==> config.mk <==
export PLATFORM = sky130hd
export DESIGN_NAME = motion_fifo_config_regs
export DESIGN_NICKNAME = d
export VERILOG_FILES = /design/src/motion_cfg_pkg.sv /design/src/axis_level_compare.sv /design/src/irq_pin_drive.sv /design/src/motion_fifo_config_regs.sv
export SDC_FILE = /design/constraint.sdc
export NUM_CORES = 1
export LEC_CHECK = 0
export ABC_AREA = 1
export BUFFER_PORTS_ARGS = -buffer_cell sky130_fd_sc_hd__buf_2
export CAP_MARGIN = 10
export CORE_MARGIN = 5
export CORE_UTILIZATION = 60
export CTS_BUF_LIST = sky130_fd_sc_hd__clkbuf_8
export CTS_CLUSTER_DIAMETER = 60
export DETAILED_ROUTE_END_ITERATION = 6
export PLACE_DENSITY = 0.8
export SETUP_SLACK_MARGIN = 0.5
export SLEW_MARGIN = 40
export SYNTH_ARGS = -nofsm -noshare
export SYNTH_HDL_FRONTEND = slang
export SYNTH_HIERARCHICAL = 1
export SYNTH_SLANG_ARGS = --single-unit
==> constraint.sdc <==
create_clock -name sys_clk -period 6 [get_ports sys_clk]
set_clock_uncertainty 0.2 [all_clocks]
set_input_delay 0.3 -clock sys_clk [delete_from_list [all_inputs] [get_ports sys_clk]]
set_output_delay 0.3 -clock sys_clk [all_outputs]
set_load 0.005 [all_outputs]
==> src/motion_cfg_pkg.sv <==
// Constants for the motion and FIFO configuration register slice.
// Assumes an 8-bit register port with a 7-bit address from the serial front end.
package motion_cfg_pkg;
  localparam logic [6:0] ADDR_STILL_Y_LOW = 7'h2d;
  localparam logic [6:0] ADDR_STILL_Z_HIGH = 7'h2e;
  localparam logic [6:0] ADDR_STILL_Z_LOW = 7'h2f;
  localparam logic [6:0] ADDR_STILL_TIME_HIGH = 7'h30;
  localparam logic [6:0] ADDR_STILL_TIME_LOW = 7'h31;
  localparam logic [6:0] ADDR_WARN_X_HIGH = 7'h32;
  localparam logic [6:0] ADDR_WARN_X_LOW = 7'h33;
  localparam logic [6:0] ADDR_WARN_Y_HIGH = 7'h34;
  localparam logic [6:0] ADDR_WARN_Y_LOW = 7'h35;
  localparam logic [6:0] ADDR_WARN_Z_HIGH = 7'h36;
  localparam logic [6:0] ADDR_WARN_Z_LOW = 7'h37;
  localparam logic [6:0] ADDR_HIGHPASS = 7'h38;
  localparam logic [6:0] ADDR_FIFO_WM_LOW = 7'h39;
  localparam logic [6:0] ADDR_FIFO_CONTROL = 7'h3a;
  localparam logic [6:0] ADDR_IRQ_ONE_MAP = 7'h3b;
  localparam logic [6:0] ADDR_IRQ_TWO_MAP = 7'h3c;
  // Reset values.
  localparam logic [7:0] RST_ZERO = 8'h00;
  localparam logic [7:0] RST_FIFO_WM_LOW = 8'h80;
  // Writable masks of the mixed registers; other bits are reserved.
  localparam logic [7:0] MASK_LOW_REF = 8'he3;
  localparam logic [7:0] MASK_LOW_PLAIN = 8'he1;
  localparam logic [7:0] MASK_HIGHPASS = 8'h03;
  localparam logic [7:0] MASK_FIFO_CONTROL = 8'h3f;
  // Field positions.
  localparam int LOW_LEVEL_MSB = 7;
  localparam int LOW_LEVEL_LSB = 5;
  localparam int REF_BIT = 1;
  localparam int EN_BIT = 0;
  localparam int FMT_MSB = 5;
  localparam int FMT_LSB = 3;
  localparam int MODE_MSB = 2;
  localparam int MODE_LSB = 1;
  localparam int WM_MSB_BIT = 0;
  localparam int MAP_POL_BIT = 7;
  // Inactivity time base per code.
  localparam int CLK_HZ = 40000000;
  localparam int STILL_CODE_MS_SLOW = 26;
  localparam int STILL_CODE_MS_FAST = 13;
  localparam int STILL_CODE_CYC_SLOW = STILL_CODE_MS_SLOW * (CLK_HZ / 1000);
  localparam int STILL_CODE_CYC_FAST = STILL_CODE_MS_FAST * (CLK_HZ / 1000);
  // FIFO operating modes.
  localparam logic [1:0] FIFO_BYPASS = 2'h0;
  localparam logic [1:0] FIFO_STREAM = 2'h1;
  localparam logic [1:0] FIFO_TRIGGER = 2'h2;
  localparam logic [1:0] FIFO_OLDEST = 2'h3;
  // Inactivity timer states.
  typedef enum logic [2:0] {
    ST_IDLE = 3'b001,
    ST_TIMING = 3'b010,
    ST_STILL = 3'b100
  } still_state_t;
endpackage

==> src/axis_level_compare.sv <==
// Per-axis magnitude compare against an 11-bit level, three axes.
// Assumes two's complement 12-bit samples on the same clock.
`timescale 1ns/1ps
`default_nettype none
module axis_level_compare #(
  parameter int AXES = 3
) (
  input wire logic [12*AXES-1:0] sample,
  input wire logic [11*AXES-1:0] level,
  input wire logic [AXES-1:0] enable,
  output logic [AXES-1:0] above,
  output logic [AXES-1:0] below
);
  // Magnitude of each sample, then compare; disabled axes report neither.
  for (genvar i = 0; i < AXES; i++) begin : g_axis
    wire logic [11:0] raw = sample[12*i +: 12];
    wire logic [11:0] mag = raw[11] ? 12'(-raw) : raw;
    wire logic [11:0] lvl = {1'b0, level[11*i +: 11]};
    assign above[i] = enable[i] && (mag > lvl);
    assign below[i] = enable[i] && (mag < lvl);
  end
endmodule
`default_nettype wire

==> src/irq_pin_drive.sv <==
// One interrupt pin: map, OR, polarity, high impedance when unmapped.
// Assumes the caller registers the outputs.
`timescale 1ns/1ps
`default_nettype none
module irq_pin_drive (
  input wire logic [7:0] map,
  input wire logic [6:0] events,
  output logic pin_level,
  output logic pin_enable
);
  import motion_cfg_pkg::*;
  // Mapped events are ORed, then inverted when the polarity bit is set.
  wire logic hit = |(map[6:0] & events);
  assign pin_level = hit ^ map[MAP_POL_BIT];
  assign pin_enable = |map[6:0];
endmodule
`default_nettype wire

==> src/motion_fifo_config_regs.sv <==
// Configuration registers and inactivity/motion-warning decisions.
// Assumes a decoded register port from the serial front end on sys_clk.
//
// Functional notes
// RULE_01: Inactivity fires only after all enabled axes stay below level for the count.
// RULE_02: Each count code is 26 ms at rates to 3200 Hz, 13 ms at 6400.
// RULE_03: Count is high byte bits 15..8 and low byte bits 7..0.
// RULE_04: Inactivity level is high byte bits 10..3, low register bits 7..5 give 2..0.
// RULE_05: Bit 0 of each inactivity low register enables that axis.
// RULE_06: Motion warning compares sample magnitude to an 11-bit level.
// RULE_07: Warning level is high byte bits 10..3 plus low bits 7..5.
// RULE_08: Bit 1 of x warning low selects referenced processing.
// RULE_09: Bit 0 of each warning low register enables that axis.
// RULE_10: Two-bit field selects one of four high-pass corners.
// RULE_11: Nine-bit watermark is samples byte plus control bit 0 as MSB.
// RULE_12: FIFO full rises when stored count reaches the watermark; here it stays low in bypass mode.
// RULE_13: Lower watermark register resets to 0x80.
// RULE_14: In trigger mode watermark counts samples kept after the trigger.
// RULE_15: Three-bit format field selects which axes the FIFO stores.
// RULE_16: Two-bit mode field: bypass, stream, trigger, oldest saved.
// RULE_17: Each pin is the OR of all mapped functions.
// RULE_18: Map bit 7 set makes the pin active low.
// RULE_19: A pin with no mapped function stays high impedance.
// RULE_20: A status register shows every interrupt-capable function; here status_in is registered but no address reads it.
// RULE_21: Inactivity compares sample magnitude to each enabled axis level.
// RULE_22: Inactivity reference bit selects referenced processing; here still_referenced_select is tied to 0.
// RULE_23: Motion warning asserts when an enabled axis exceeds its level.
// RULE_24: Reserved bits read zero and ignore writes.
`timescale 1ns/1ps
`default_nettype none
module motion_fifo_config_regs #(
  parameter int STILL_CODE_CYC_SLOW_P = motion_cfg_pkg::STILL_CODE_CYC_SLOW,
  parameter int STILL_CODE_CYC_FAST_P = motion_cfg_pkg::STILL_CODE_CYC_FAST
) (
  input wire logic sys_clk,
  input wire logic rst,
  input wire logic reg_wr,
  input wire logic reg_rd,
  input wire logic [6:0] reg_addr,
  input wire logic [7:0] reg_wdata,
  output logic [7:0] reg_rdata,
  output logic reg_rvalid,
  input wire logic sample_valid,
  input wire logic [35:0] sample_xyz,
  input wire logic [11:0] still_level_x,
  input wire logic still_axis_x_enable,
  input wire logic fast_rate,
  input wire logic [6:0] irq_sources,
  input wire logic [9:0] fifo_count,
  input wire logic [7:0] status_in,
  output logic still_detected,
  output logic motion_warning,
  output logic still_referenced_select,
  output logic warn_referenced_select,
  output logic [1:0] highpass_corner_code,
  output logic [2:0] fifo_format,
  output logic [1:0] fifo_mode,
  output logic [8:0] fifo_watermark,
  output logic fifo_full,
  output logic irq_pin_one,
  output logic irq_pin_one_oe,
  output logic irq_pin_two,
  output logic irq_pin_two_oe
);
  import motion_cfg_pkg::*;

  logic [7:0] still_y_low_ff, still_z_high_ff, still_z_low_ff;
  logic [7:0] time_high_ff, time_low_ff;
  logic [7:0] warn_x_high_ff, warn_x_low_ff, warn_y_high_ff, warn_y_low_ff;
  logic [7:0] warn_z_high_ff, warn_z_low_ff, highpass_ff, wm_low_ff, fifo_control_ff;
  logic [7:0] map_one_ff, map_two_ff, still_y_high_ff;
  logic [7:0] rdata_ff;
  logic rvalid_ff;
  logic [7:0] status_ff;
  still_state_t state_ff, nxt_state;
  logic [31:0] tick_ff, nxt_tick;
  logic [15:0] code_ff, nxt_code;
  logic still_ff, warn_ff, full_ff;
  logic p1_ff, p1_oe_ff, p2_ff, p2_oe_ff;

  // Write strobes per address.
  wire logic wr_sy_lo = reg_wr && reg_addr == ADDR_STILL_Y_LOW;
  wire logic wr_sz_hi = reg_wr && reg_addr == ADDR_STILL_Z_HIGH;
  wire logic wr_sz_lo = reg_wr && reg_addr == ADDR_STILL_Z_LOW;
  wire logic wr_t_hi = reg_wr && reg_addr == ADDR_STILL_TIME_HIGH;
  wire logic wr_t_lo = reg_wr && reg_addr == ADDR_STILL_TIME_LOW;
  wire logic wr_wx_hi = reg_wr && reg_addr == ADDR_WARN_X_HIGH;
  wire logic wr_wx_lo = reg_wr && reg_addr == ADDR_WARN_X_LOW;
  wire logic wr_wy_hi = reg_wr && reg_addr == ADDR_WARN_Y_HIGH;
  wire logic wr_wy_lo = reg_wr && reg_addr == ADDR_WARN_Y_LOW;
  wire logic wr_wz_hi = reg_wr && reg_addr == ADDR_WARN_Z_HIGH;
  wire logic wr_wz_lo = reg_wr && reg_addr == ADDR_WARN_Z_LOW;
  wire logic wr_hp = reg_wr && reg_addr == ADDR_HIGHPASS;
  wire logic wr_wm = reg_wr && reg_addr == ADDR_FIFO_WM_LOW;
  wire logic wr_fc = reg_wr && reg_addr == ADDR_FIFO_CONTROL;
  wire logic wr_m1 = reg_wr && reg_addr == ADDR_IRQ_ONE_MAP;
  wire logic wr_m2 = reg_wr && reg_addr == ADDR_IRQ_TWO_MAP;

  // Reserved bits are masked on write so they always read as zero.
  wire logic [7:0] wd_ref = reg_wdata & MASK_LOW_REF; // RULE_24
  wire logic [7:0] wd_plain = reg_wdata & MASK_LOW_PLAIN; // RULE_24
  wire logic [7:0] wd_hp = reg_wdata & MASK_HIGHPASS; // RULE_24
  wire logic [7:0] wd_fc = reg_wdata & MASK_FIFO_CONTROL; // RULE_24

  // Inactivity thresholds and enables; the x level and x enable come from the sibling slice.
  always_ff @(posedge sys_clk) begin
    if (rst) begin
      still_y_low_ff <= RST_ZERO;
      still_z_high_ff <= RST_ZERO;
      still_z_low_ff <= RST_ZERO;
      still_y_high_ff <= RST_ZERO;
    end else begin
      if (wr_sy_lo) still_y_low_ff <= wd_plain;
      if (wr_sz_hi) still_z_high_ff <= reg_wdata;
      if (wr_sz_lo) still_z_low_ff <= wd_plain;
      if (reg_wr && reg_addr == 7'h2c) still_y_high_ff <= reg_wdata;
    end
  end

  // Inactivity duration bytes.
  always_ff @(posedge sys_clk) begin
    if (rst) begin
      time_high_ff <= RST_ZERO;
      time_low_ff <= RST_ZERO;
    end else begin
      if (wr_t_hi) time_high_ff <= reg_wdata;
      if (wr_t_lo) time_low_ff <= reg_wdata;
    end
  end

  // Motion warning thresholds, enables and reference select.
  always_ff @(posedge sys_clk) begin
    if (rst) begin
      warn_x_high_ff <= RST_ZERO;
      warn_x_low_ff <= RST_ZERO;
      warn_y_high_ff <= RST_ZERO;
      warn_y_low_ff <= RST_ZERO;
      warn_z_high_ff <= RST_ZERO;
      warn_z_low_ff <= RST_ZERO;
    end else begin
      if (wr_wx_hi) warn_x_high_ff <= reg_wdata;
      if (wr_wx_lo) warn_x_low_ff <= wd_ref;
      if (wr_wy_hi) warn_y_high_ff <= reg_wdata;
      if (wr_wy_lo) warn_y_low_ff <= wd_plain;
      if (wr_wz_hi) warn_z_high_ff <= reg_wdata;
      if (wr_wz_lo) warn_z_low_ff <= wd_plain;
    end
  end

  // High-pass, FIFO and pin map configuration.
  always_ff @(posedge sys_clk) begin
    if (rst) begin
      highpass_ff <= RST_ZERO;
      wm_low_ff <= RST_FIFO_WM_LOW; // RULE_13
      fifo_control_ff <= RST_ZERO;
      map_one_ff <= RST_ZERO;
      map_two_ff <= RST_ZERO;
    end else begin
      if (wr_hp) highpass_ff <= wd_hp;
      if (wr_wm) wm_low_ff <= reg_wdata;
      if (wr_fc) fifo_control_ff <= wd_fc;
      if (wr_m1) map_one_ff <= reg_wdata;
      if (wr_m2) map_two_ff <= reg_wdata;
    end
  end

  // Field assembly.
  wire logic [10:0] still_level_y = {still_y_high_ff, still_y_low_ff[LOW_LEVEL_MSB:LOW_LEVEL_LSB]};
  wire logic [10:0] still_level_z =
    {still_z_high_ff, still_z_low_ff[LOW_LEVEL_MSB:LOW_LEVEL_LSB]}; // RULE_04
  wire logic still_axis_y_enable = still_y_low_ff[EN_BIT]; // RULE_05
  wire logic still_axis_z_enable = still_z_low_ff[EN_BIT]; // RULE_05
  wire logic [15:0] still_duration_value = {time_high_ff, time_low_ff}; // RULE_03
  wire logic [10:0] warn_level_x =
    {warn_x_high_ff, warn_x_low_ff[LOW_LEVEL_MSB:LOW_LEVEL_LSB]}; // RULE_07
  wire logic [10:0] warn_level_y =
    {warn_y_high_ff, warn_y_low_ff[LOW_LEVEL_MSB:LOW_LEVEL_LSB]}; // RULE_07
  wire logic [10:0] warn_level_z =
    {warn_z_high_ff, warn_z_low_ff[LOW_LEVEL_MSB:LOW_LEVEL_LSB]}; // RULE_07
  wire logic [2:0] warn_en = {warn_z_low_ff[EN_BIT], warn_y_low_ff[EN_BIT],
                              warn_x_low_ff[EN_BIT]}; // RULE_09
  wire logic [2:0] still_en = {still_axis_z_enable, still_axis_y_enable, still_axis_x_enable};
  wire logic [8:0] wm_value = {fifo_control_ff[WM_MSB_BIT], wm_low_ff}; // RULE_11

  // Per-axis magnitude compares for inactivity and motion warning.
  logic [2:0] still_above, still_below, warn_above, warn_below;
  axis_level_compare #(.AXES(3)) u_still_cmp (
    .sample(sample_xyz),
    .level({still_level_z, still_level_y, still_level_x[10:0]}),
    .enable(still_en),
    .above(still_above),
    .below(still_below)
  ); // RULE_21
  axis_level_compare #(.AXES(3)) u_warn_cmp (
    .sample(sample_xyz),
    .level({warn_level_z, warn_level_y, warn_level_x}),
    .enable(warn_en),
    .above(warn_above),
    .below(warn_below)
  ); // RULE_06

  // All enabled axes quiet; an axis left out does not block the decision.
  wire logic all_quiet = (still_en != 3'h0) && ((still_below | ~still_en) == 3'h7); // RULE_01
  wire logic any_warn = |warn_above; // RULE_23
  wire logic [31:0] code_len = fast_rate ? 32'(STILL_CODE_CYC_FAST_P)
                                         : 32'(STILL_CODE_CYC_SLOW_P); // RULE_02
  wire logic code_done = tick_ff >= code_len - 32'd1;
  wire logic count_done = code_ff >= still_duration_value;

  // Inactivity timer: counts whole codes while every enabled axis stays below.
  always_comb begin
    nxt_state = state_ff;
    nxt_tick = tick_ff;
    nxt_code = code_ff;
    case (state_ff)
      ST_IDLE: begin
        nxt_tick = 32'd0;
        nxt_code = 16'd0;
        if (sample_valid && all_quiet) nxt_state = ST_TIMING;
      end
      ST_TIMING: begin
        if (sample_valid && !all_quiet) begin
          nxt_state = ST_IDLE;
        end else if (count_done) begin
          nxt_state = ST_STILL; // RULE_01
        end else if (code_done) begin
          nxt_tick = 32'd0;
          nxt_code = code_ff + 16'd1;
        end else begin
          nxt_tick = tick_ff + 32'd1;
        end
      end
      ST_STILL: begin
        if (sample_valid && !all_quiet) nxt_state = ST_IDLE;
      end
      default: nxt_state = ST_IDLE;
    endcase
  end

  always_ff @(posedge sys_clk) begin
    if (rst) begin
      state_ff <= ST_IDLE;
      tick_ff <= 32'd0;
      code_ff <= 16'd0;
    end else begin
      state_ff <= nxt_state;
      tick_ff <= nxt_tick;
      code_ff <= nxt_code;
    end
  end

  // Event outputs; the warning is refreshed on each new sample.
  wire logic nxt_warn = sample_valid ? any_warn : warn_ff;
  wire logic nxt_full = (fifo_mode != FIFO_BYPASS) && (fifo_count >= {1'b0, wm_value}); // RULE_12
  always_ff @(posedge sys_clk) begin
    if (rst) begin
      still_ff <= 1'b0;
      warn_ff <= 1'b0;
      full_ff <= 1'b0;
    end else begin
      still_ff <= (nxt_state == ST_STILL);
      warn_ff <= nxt_warn;
      full_ff <= nxt_full;
    end
  end

  // Interrupt pins from the mapped functions.
  logic n_p1, n_p1_oe, n_p2, n_p2_oe;
  irq_pin_drive u_pin_one (
    .map(map_one_ff),
    .events(irq_sources),
    .pin_level(n_p1),
    .pin_enable(n_p1_oe)
  ); // RULE_17
  irq_pin_drive u_pin_two (
    .map(map_two_ff),
    .events(irq_sources),
    .pin_level(n_p2),
    .pin_enable(n_p2_oe)
  ); // RULE_18
  always_ff @(posedge sys_clk) begin
    if (rst) begin
      p1_ff <= 1'b0;
      p1_oe_ff <= 1'b0;
      p2_ff <= 1'b0;
      p2_oe_ff <= 1'b0;
    end else begin
      p1_ff <= n_p1;
      p1_oe_ff <= n_p1_oe; // RULE_19
      p2_ff <= n_p2;
      p2_oe_ff <= n_p2_oe; // RULE_19
    end
  end

  // Read mux; unmapped addresses read zero.
  logic [7:0] rd_mux;
  always_comb begin
    case (reg_addr)
      7'h2c: rd_mux = still_y_high_ff;
      ADDR_STILL_Y_LOW: rd_mux = still_y_low_ff;
      ADDR_STILL_Z_HIGH: rd_mux = still_z_high_ff;
      ADDR_STILL_Z_LOW: rd_mux = still_z_low_ff;
      ADDR_STILL_TIME_HIGH: rd_mux = time_high_ff;
      ADDR_STILL_TIME_LOW: rd_mux = time_low_ff;
      ADDR_WARN_X_HIGH: rd_mux = warn_x_high_ff;
      ADDR_WARN_X_LOW: rd_mux = warn_x_low_ff;
      ADDR_WARN_Y_HIGH: rd_mux = warn_y_high_ff;
      ADDR_WARN_Y_LOW: rd_mux = warn_y_low_ff;
      ADDR_WARN_Z_HIGH: rd_mux = warn_z_high_ff;
      ADDR_WARN_Z_LOW: rd_mux = warn_z_low_ff;
      ADDR_HIGHPASS: rd_mux = highpass_ff;
      ADDR_FIFO_WM_LOW: rd_mux = wm_low_ff;
      ADDR_FIFO_CONTROL: rd_mux = fifo_control_ff;
      ADDR_IRQ_ONE_MAP: rd_mux = map_one_ff;
      ADDR_IRQ_TWO_MAP: rd_mux = map_two_ff;
      default: rd_mux = 8'h00;
    endcase
  end

  // Read data is registered one cycle after the read strobe.
  always_ff @(posedge sys_clk) begin
    if (rst) begin
      rdata_ff <= 8'h00;
      rvalid_ff <= 1'b0;
      status_ff <= 8'h00;
    end else begin
      rdata_ff <= reg_rd ? rd_mux : rdata_ff;
      rvalid_ff <= reg_rd;
      status_ff <= status_in; // RULE_20
    end
  end

  assign reg_rdata = rdata_ff;
  assign reg_rvalid = rvalid_ff;
  assign still_detected = still_ff;
  assign motion_warning = warn_ff;
  assign still_referenced_select = status_ff[7] & 1'b0; // RULE_22
  assign warn_referenced_select = warn_x_low_ff[REF_BIT]; // RULE_08
  assign highpass_corner_code = highpass_ff[1:0]; // RULE_10
  assign fifo_format = fifo_control_ff[FMT_MSB:FMT_LSB]; // RULE_15
  assign fifo_mode = fifo_control_ff[MODE_MSB:MODE_LSB]; // RULE_16
  assign fifo_watermark = {fifo_control_ff[WM_MSB_BIT], wm_low_ff}; // RULE_14
  assign fifo_full = full_ff;
  assign irq_pin_one = p1_ff;
  assign irq_pin_one_oe = p1_oe_ff;
  assign irq_pin_two = p2_ff;
  assign irq_pin_two_oe = p2_oe_ff;
endmodule
`default_nettype wire

# Word-level counts from Yosys, hierarchy flattened
# Cells that the tools add are included.
# totals
ff_bits	176
inputBits	95
output_inout_bits	34
# op_classes
n_addsub	6
n_lt_le_gt_ge	9
eq_ne	25
mux	18
bitwise	6
n_reduce_logical	38
# op_table
cell	n
case mux 8 bit (17 select lines)	1
equality test 7 x 6 -> 1 bit, second input constant	17
two-way mux 32 bit	3
case mux 32 bit (2 select lines)	1
two-way mux 16 bit	3
> comparator 12 x 11 -> 1 bit	3
less-than comparator 12 x 11 -> 1 bit	3
two-way mux 12 bit	3
negation 12 bit	3
adder 32 x 1 -> 32 bit, second input constant	1
greater-or-equal comparator 32 bit	1
case mux 16 bit (2 select lines)	1
OR reduction 7 bit	4
logical AND 1 bit	27
subtractor 20 x 1 -> 21 bit, second input constant	1
two-way mux 20 bit	1
adder 16 x 1 -> 16 bit, second input constant	1
greater-or-equal comparator 16 bit	1
bitwise AND 7 bit	2
two-way mux 3 bit	4
greater-or-equal comparator 10 x 9 -> 1 bit	1
equality test 3 bit, second input constant	3
case mux 3 bit (3 select lines)	1
inequality test 2 bit, second input constant	3
other kinds (11)	13

# Longest topological paths before layout
# depth
depth_word	12
depth_mapped	26
ltp_nobuf	25

# Hierarchy
# The synthesis kept the hierarchy.
# modules_own_cells
module	instances	cells_per_inst	area_each_um2
motion_fifo_config_regs	1	1327	9043.7
axis_level_compare	2	299	1759.2
irq_pin_drive	2	21	88.8

# Worst setup path before layout
# OpenSTA, ideal clock, no wires.
# synth_timing
path_type	input port to flip-flop
from	in sample_xyz[0]
to	reg tick_ff[2]
setup_time_ns	0.070
arrival_time_ns	2.813
path_slack_ns	2.918
cell_stages	22
path_buffers	1
path_cell_list	inv_1 ha_1 inv_1 nor2_1 nand4_1 o21ai_0 xor2_1 ha_1 a21oi_1 nand2_1 nor2_2 nand2_1 nor2_1 inv_1 nand2_1 nand4_1 a21oi_1 nand3_1 nand2_2 buf_2 nand3b_1 a21oi_1
# synth_between
elab_chain_cells	11
# synth_lines
item	line	source
start: declaration	motion_fifo_config_regs.sv:44	input wire logic [35:0] sample_xyz,
negation 12 bit	axis_level_compare.sv:17	wire logic [11:0] mag = raw[11] ? 12'(-raw) : raw;
two-way mux 12 bit (*)	axis_level_compare.sv:17	
less-than comparator 12 x 11 -> 1 bit (*)	axis_level_compare.sv:20	assign below[i] = enable[i] && (mag < lvl);
logical AND 1 bit (*)	axis_level_compare.sv:20	
net still_below[0]	motion_fifo_config_regs.sv:186	logic [2:0] still_above, still_below, warn_above, warn_below;
bitwise OR 3 bit (*)	motion_fifo_config_regs.sv:203	wire logic all_quiet = (still_en != 3'h0) && ((still_below | ~still_en) == 3'h7);
equality test 3 bit (*)	motion_fifo_config_regs.sv:203	
logical AND 1 bit (*)	motion_fifo_config_regs.sv:203	
logical NOT 1 bit (*)	motion_fifo_config_regs.sv:222	if (sample_valid && !all_quiet) begin
logical AND 1 bit (*)	motion_fifo_config_regs.sv:222	
inequality test 2 bit (no line) (*)	--	
AND reduction 3 bit (no line) (*)	--	
end signal: assignment	motion_fifo_config_regs.sv:247	tick_ff <= nxt_tick;
end: declaration	motion_fifo_config_regs.sv:76	logic [31:0] tick_ff, nxt_tick;
# The timed path passes the listed nets; every way through them passes the cells marked *.
# A chain may end at the register's enable or synchronous reset.

# Worst setup path after layout
# layout_timing
from	in sample_xyz[0]
to	reg tick_ff[4]
# The elaborated chain is that of the path after synthesis.

==> metrics.md <==
| Metric | Value |
|---|---|
| Hold depth | `5` |
| Setup TNS | `0 ns` |
| Clock insertion delay at the later pin of the skew report | `0.49 ns` |
| Min Tclk post-route | `3.60 ns` |
| Status | `completed` |
| Die area | `24000 um2` |
| Worst IR Drop VDD | `151 uV` |
| Unrepaired setup endpoints after global routing | `false` |
| Yosys warns | `6` |
| Fin cells | `2301` |
| R2R cell count | `17` |
| Final hold violation count | `0` |
| Total power density per cell area | `182 nW/um2` |
| Clock slew at reported path FFs | `0.10 ns` |
| Fin nets | `2211` |
| Rel. slew slack | `44.2%` |
| Drt initial violations | `1098` |
| Cts bufs inserted | `17` |
| WS Path Type | `primary input to flip-flop` |
| Drt drc | `0` |
| First-pass GRT wire length | `57.5 mm` |
| Final WS setup | `2.40 ns` |
| Share of cells above drive strength 1 | `11.0%` |
| Vias | `12774` |
| Drt wl/cell | `15.4 um` |
| Largest net degree at the start of global routing | `104` |
| Max Cap Viol | `0` |
| Deepest clock path buffer count | `2` |
| CTS tree | `done` |
| Die Y | `155 um` |
| Core area | `20900 um2` |
| I/O Buffers | `118` |
| DRT Pass-1 Iters | `5` |
| Routability cong. | `0.999` |
| Critical path arrival | `3.73 ns` |
| Pins over their slew limit | `0` |
| Setup violators final | `0` |
| Setup crit start kind | `primary input` |
| Post-route ant nets | `0` |
| All-Layer GR Usage | `29.0%` |
| Initial antenna violation count | `0` |
| Initial core utilization | `60.4%` |
| Vias in the first global route | `11699` |
| Cell total after placement | `2264` |
| Area growth syn-to-layout | `8.64%` |
| Grt total ovfl | `0` |
| Synthesized area | `12600 um2` |
| Critical path required time | `6.14 ns` |
| CP max FO | `41` |
| Syn_area_per_cell | `6.51 um2` |
| Clk root buf | `clkbuf_8` |
| Routed WL | `35.4 mm` |
| Die width | `155 um` |
| Syn_nets | `2136` |
| Period utilisation layout | `59.9%` |
| Leak | `5.81 nW` |
| Critical path endpoint category | `flip-flop` |
| Row cnt | `53` |
| Post-Synthesis Cells | `1937` |
| Pre-CTS setup slack | `1.61 ns` |
| Max Fclk | `0.278 GHz` |
| Final Util | `65.6%` |
| CTS sink cnt | `176` |
| Total I/O pin count | `129` |
| Htree depth | `4` |
| DP Wirelength | `26.5 mm` |
| Total power | `2.49 mW` |
| Hold crit path type | `primary input to flip-flop` |
| Worst Tran Pin Value | `0.837 ns` |
| Via-per-instance ratio | `5.55` |
[per-layer routing]
metal / routed length (um) / part of all wire, % / GRT usage (%)
met1: 16100 / 46 / 39.6
met2: 15600 / 44 / 46.1
met3: 2530 / 7.1 / 4.87
met4: 1080 / 3.0 / 10.8
met5: 0 / 0 / 0
[final timing paths]
kind / from / to / slack (ns)
max: sample_xyz[0] / tick_ff[4]$_SDFFE_PP0P_ / 2.40
min: fifo_count[9] / fifo_full$_SDFF_PP0_ / 0.03
max reg2reg: still_y_high_ff[6]$_SDFFE_PP0P_ / tick_ff[4]$_SDFFE_PP0P_ / 2.68
min reg2reg: tick_ff[26]$_SDFFE_PP0P_ / tick_ff[26]$_SDFFE_PP0P_ / 0.25
[power breakdown]
| part | switching (mW) | total, mW | internal, mW |
|---|---|---|---|
| sequential | 0.00913 | 1.19 | 1.18 |
| clock | 0.508 | 0.865 | 0.357 |
| combinational | 0.295 | 0.444 | 0.148 |
[cell type report]
class / instances / area (um2)
tap: 275 / 344
clock buffer: 17 / 234
timing repair buffer: 126 / 667
clock inverter: 15 / 189
antenna: 1 / 2.50
sequential: 176 / 3520
fill: 1953 / 7190
inverter: 296 / 1110
multi-input combinational: 1395 / 7630
[sequential cells by signal (all words and copies together) (netlist names), 5 cells and up]
signal	count
code_ff	16
fifo_control_ff	6
map_one_ff	8
map_two_ff	8
reg_rdata	8
still_y_high_ff	8
still_z_high_ff	8
tick_ff	32
time_high_ff	8
time_low_ff	8
warn_x_high_ff	8
warn_x_low_ff	5
warn_y_high_ff	8
warn_z_high_ff	8
wm_low_ff	8
[what timing repair did]
action | 4_1_cts | 5_1_grt
endpoints found under the hold margin | 11 | 0
gates resized for setup | 0 | 0
endpoints found under the setup margin | 0 | 0
setup buffers | 0 | 0
hold buffers | 4 | 0
[through the flow]
stage / instance area [um2] / hold WS, ns
floorplan: 12600 / 0.224
finish: 13700 / 0.0252
detailed placement: 13200 / 0.240
CTS: 13700 / 0.0223
global route: 13700 / 0.0454
global placement: 13200 / 0.232
[placed cells by master, fill, tap and decap left out, drive strengths merged]
cell           n
and3           2
nand4         21
a21o           6
inv          302
nand3        167
nor2         202
o31ai          3
xor2          72
clkinvlp       1
a31oi          2
nor3b          1
o21bai         2
dlygate4sd3    4
bufinv         1
nand2        423
o22ai         13
ha           104
buf          122
nor3          42
clkinv         7
o21ai        106
diode          1
clkbuf        17
nor4           7
dfxtp        176
a211oi         2
xnor2          5
o211ai         8
a21oi        203
conb           1
nand3b         3
[worst max-delay path, cell delays in order]
cell     delay [ns]
buf_2          0.10
inv_1          0.10
ha_1           0.15
inv_1          0.05
nor2_1         0.16
nand4_1        0.15
o21ai_0        0.23
xor2_1         0.17
ha_1           0.26
a21oi_1        0.15
nand2_1        0.07
nor2_2         0.07
nand2_1        0.06
nor2_1         0.08
inv_1          0.04
nand2_1        0.05
nand4_1        0.23
a21oi_1        0.22
nand3_1        0.17
nand2_4        0.41
inv_2          0.29
nand2_1        0.13
a21oi_1        0.07
No activity file was read; power rests on OpenSTA's default activity.
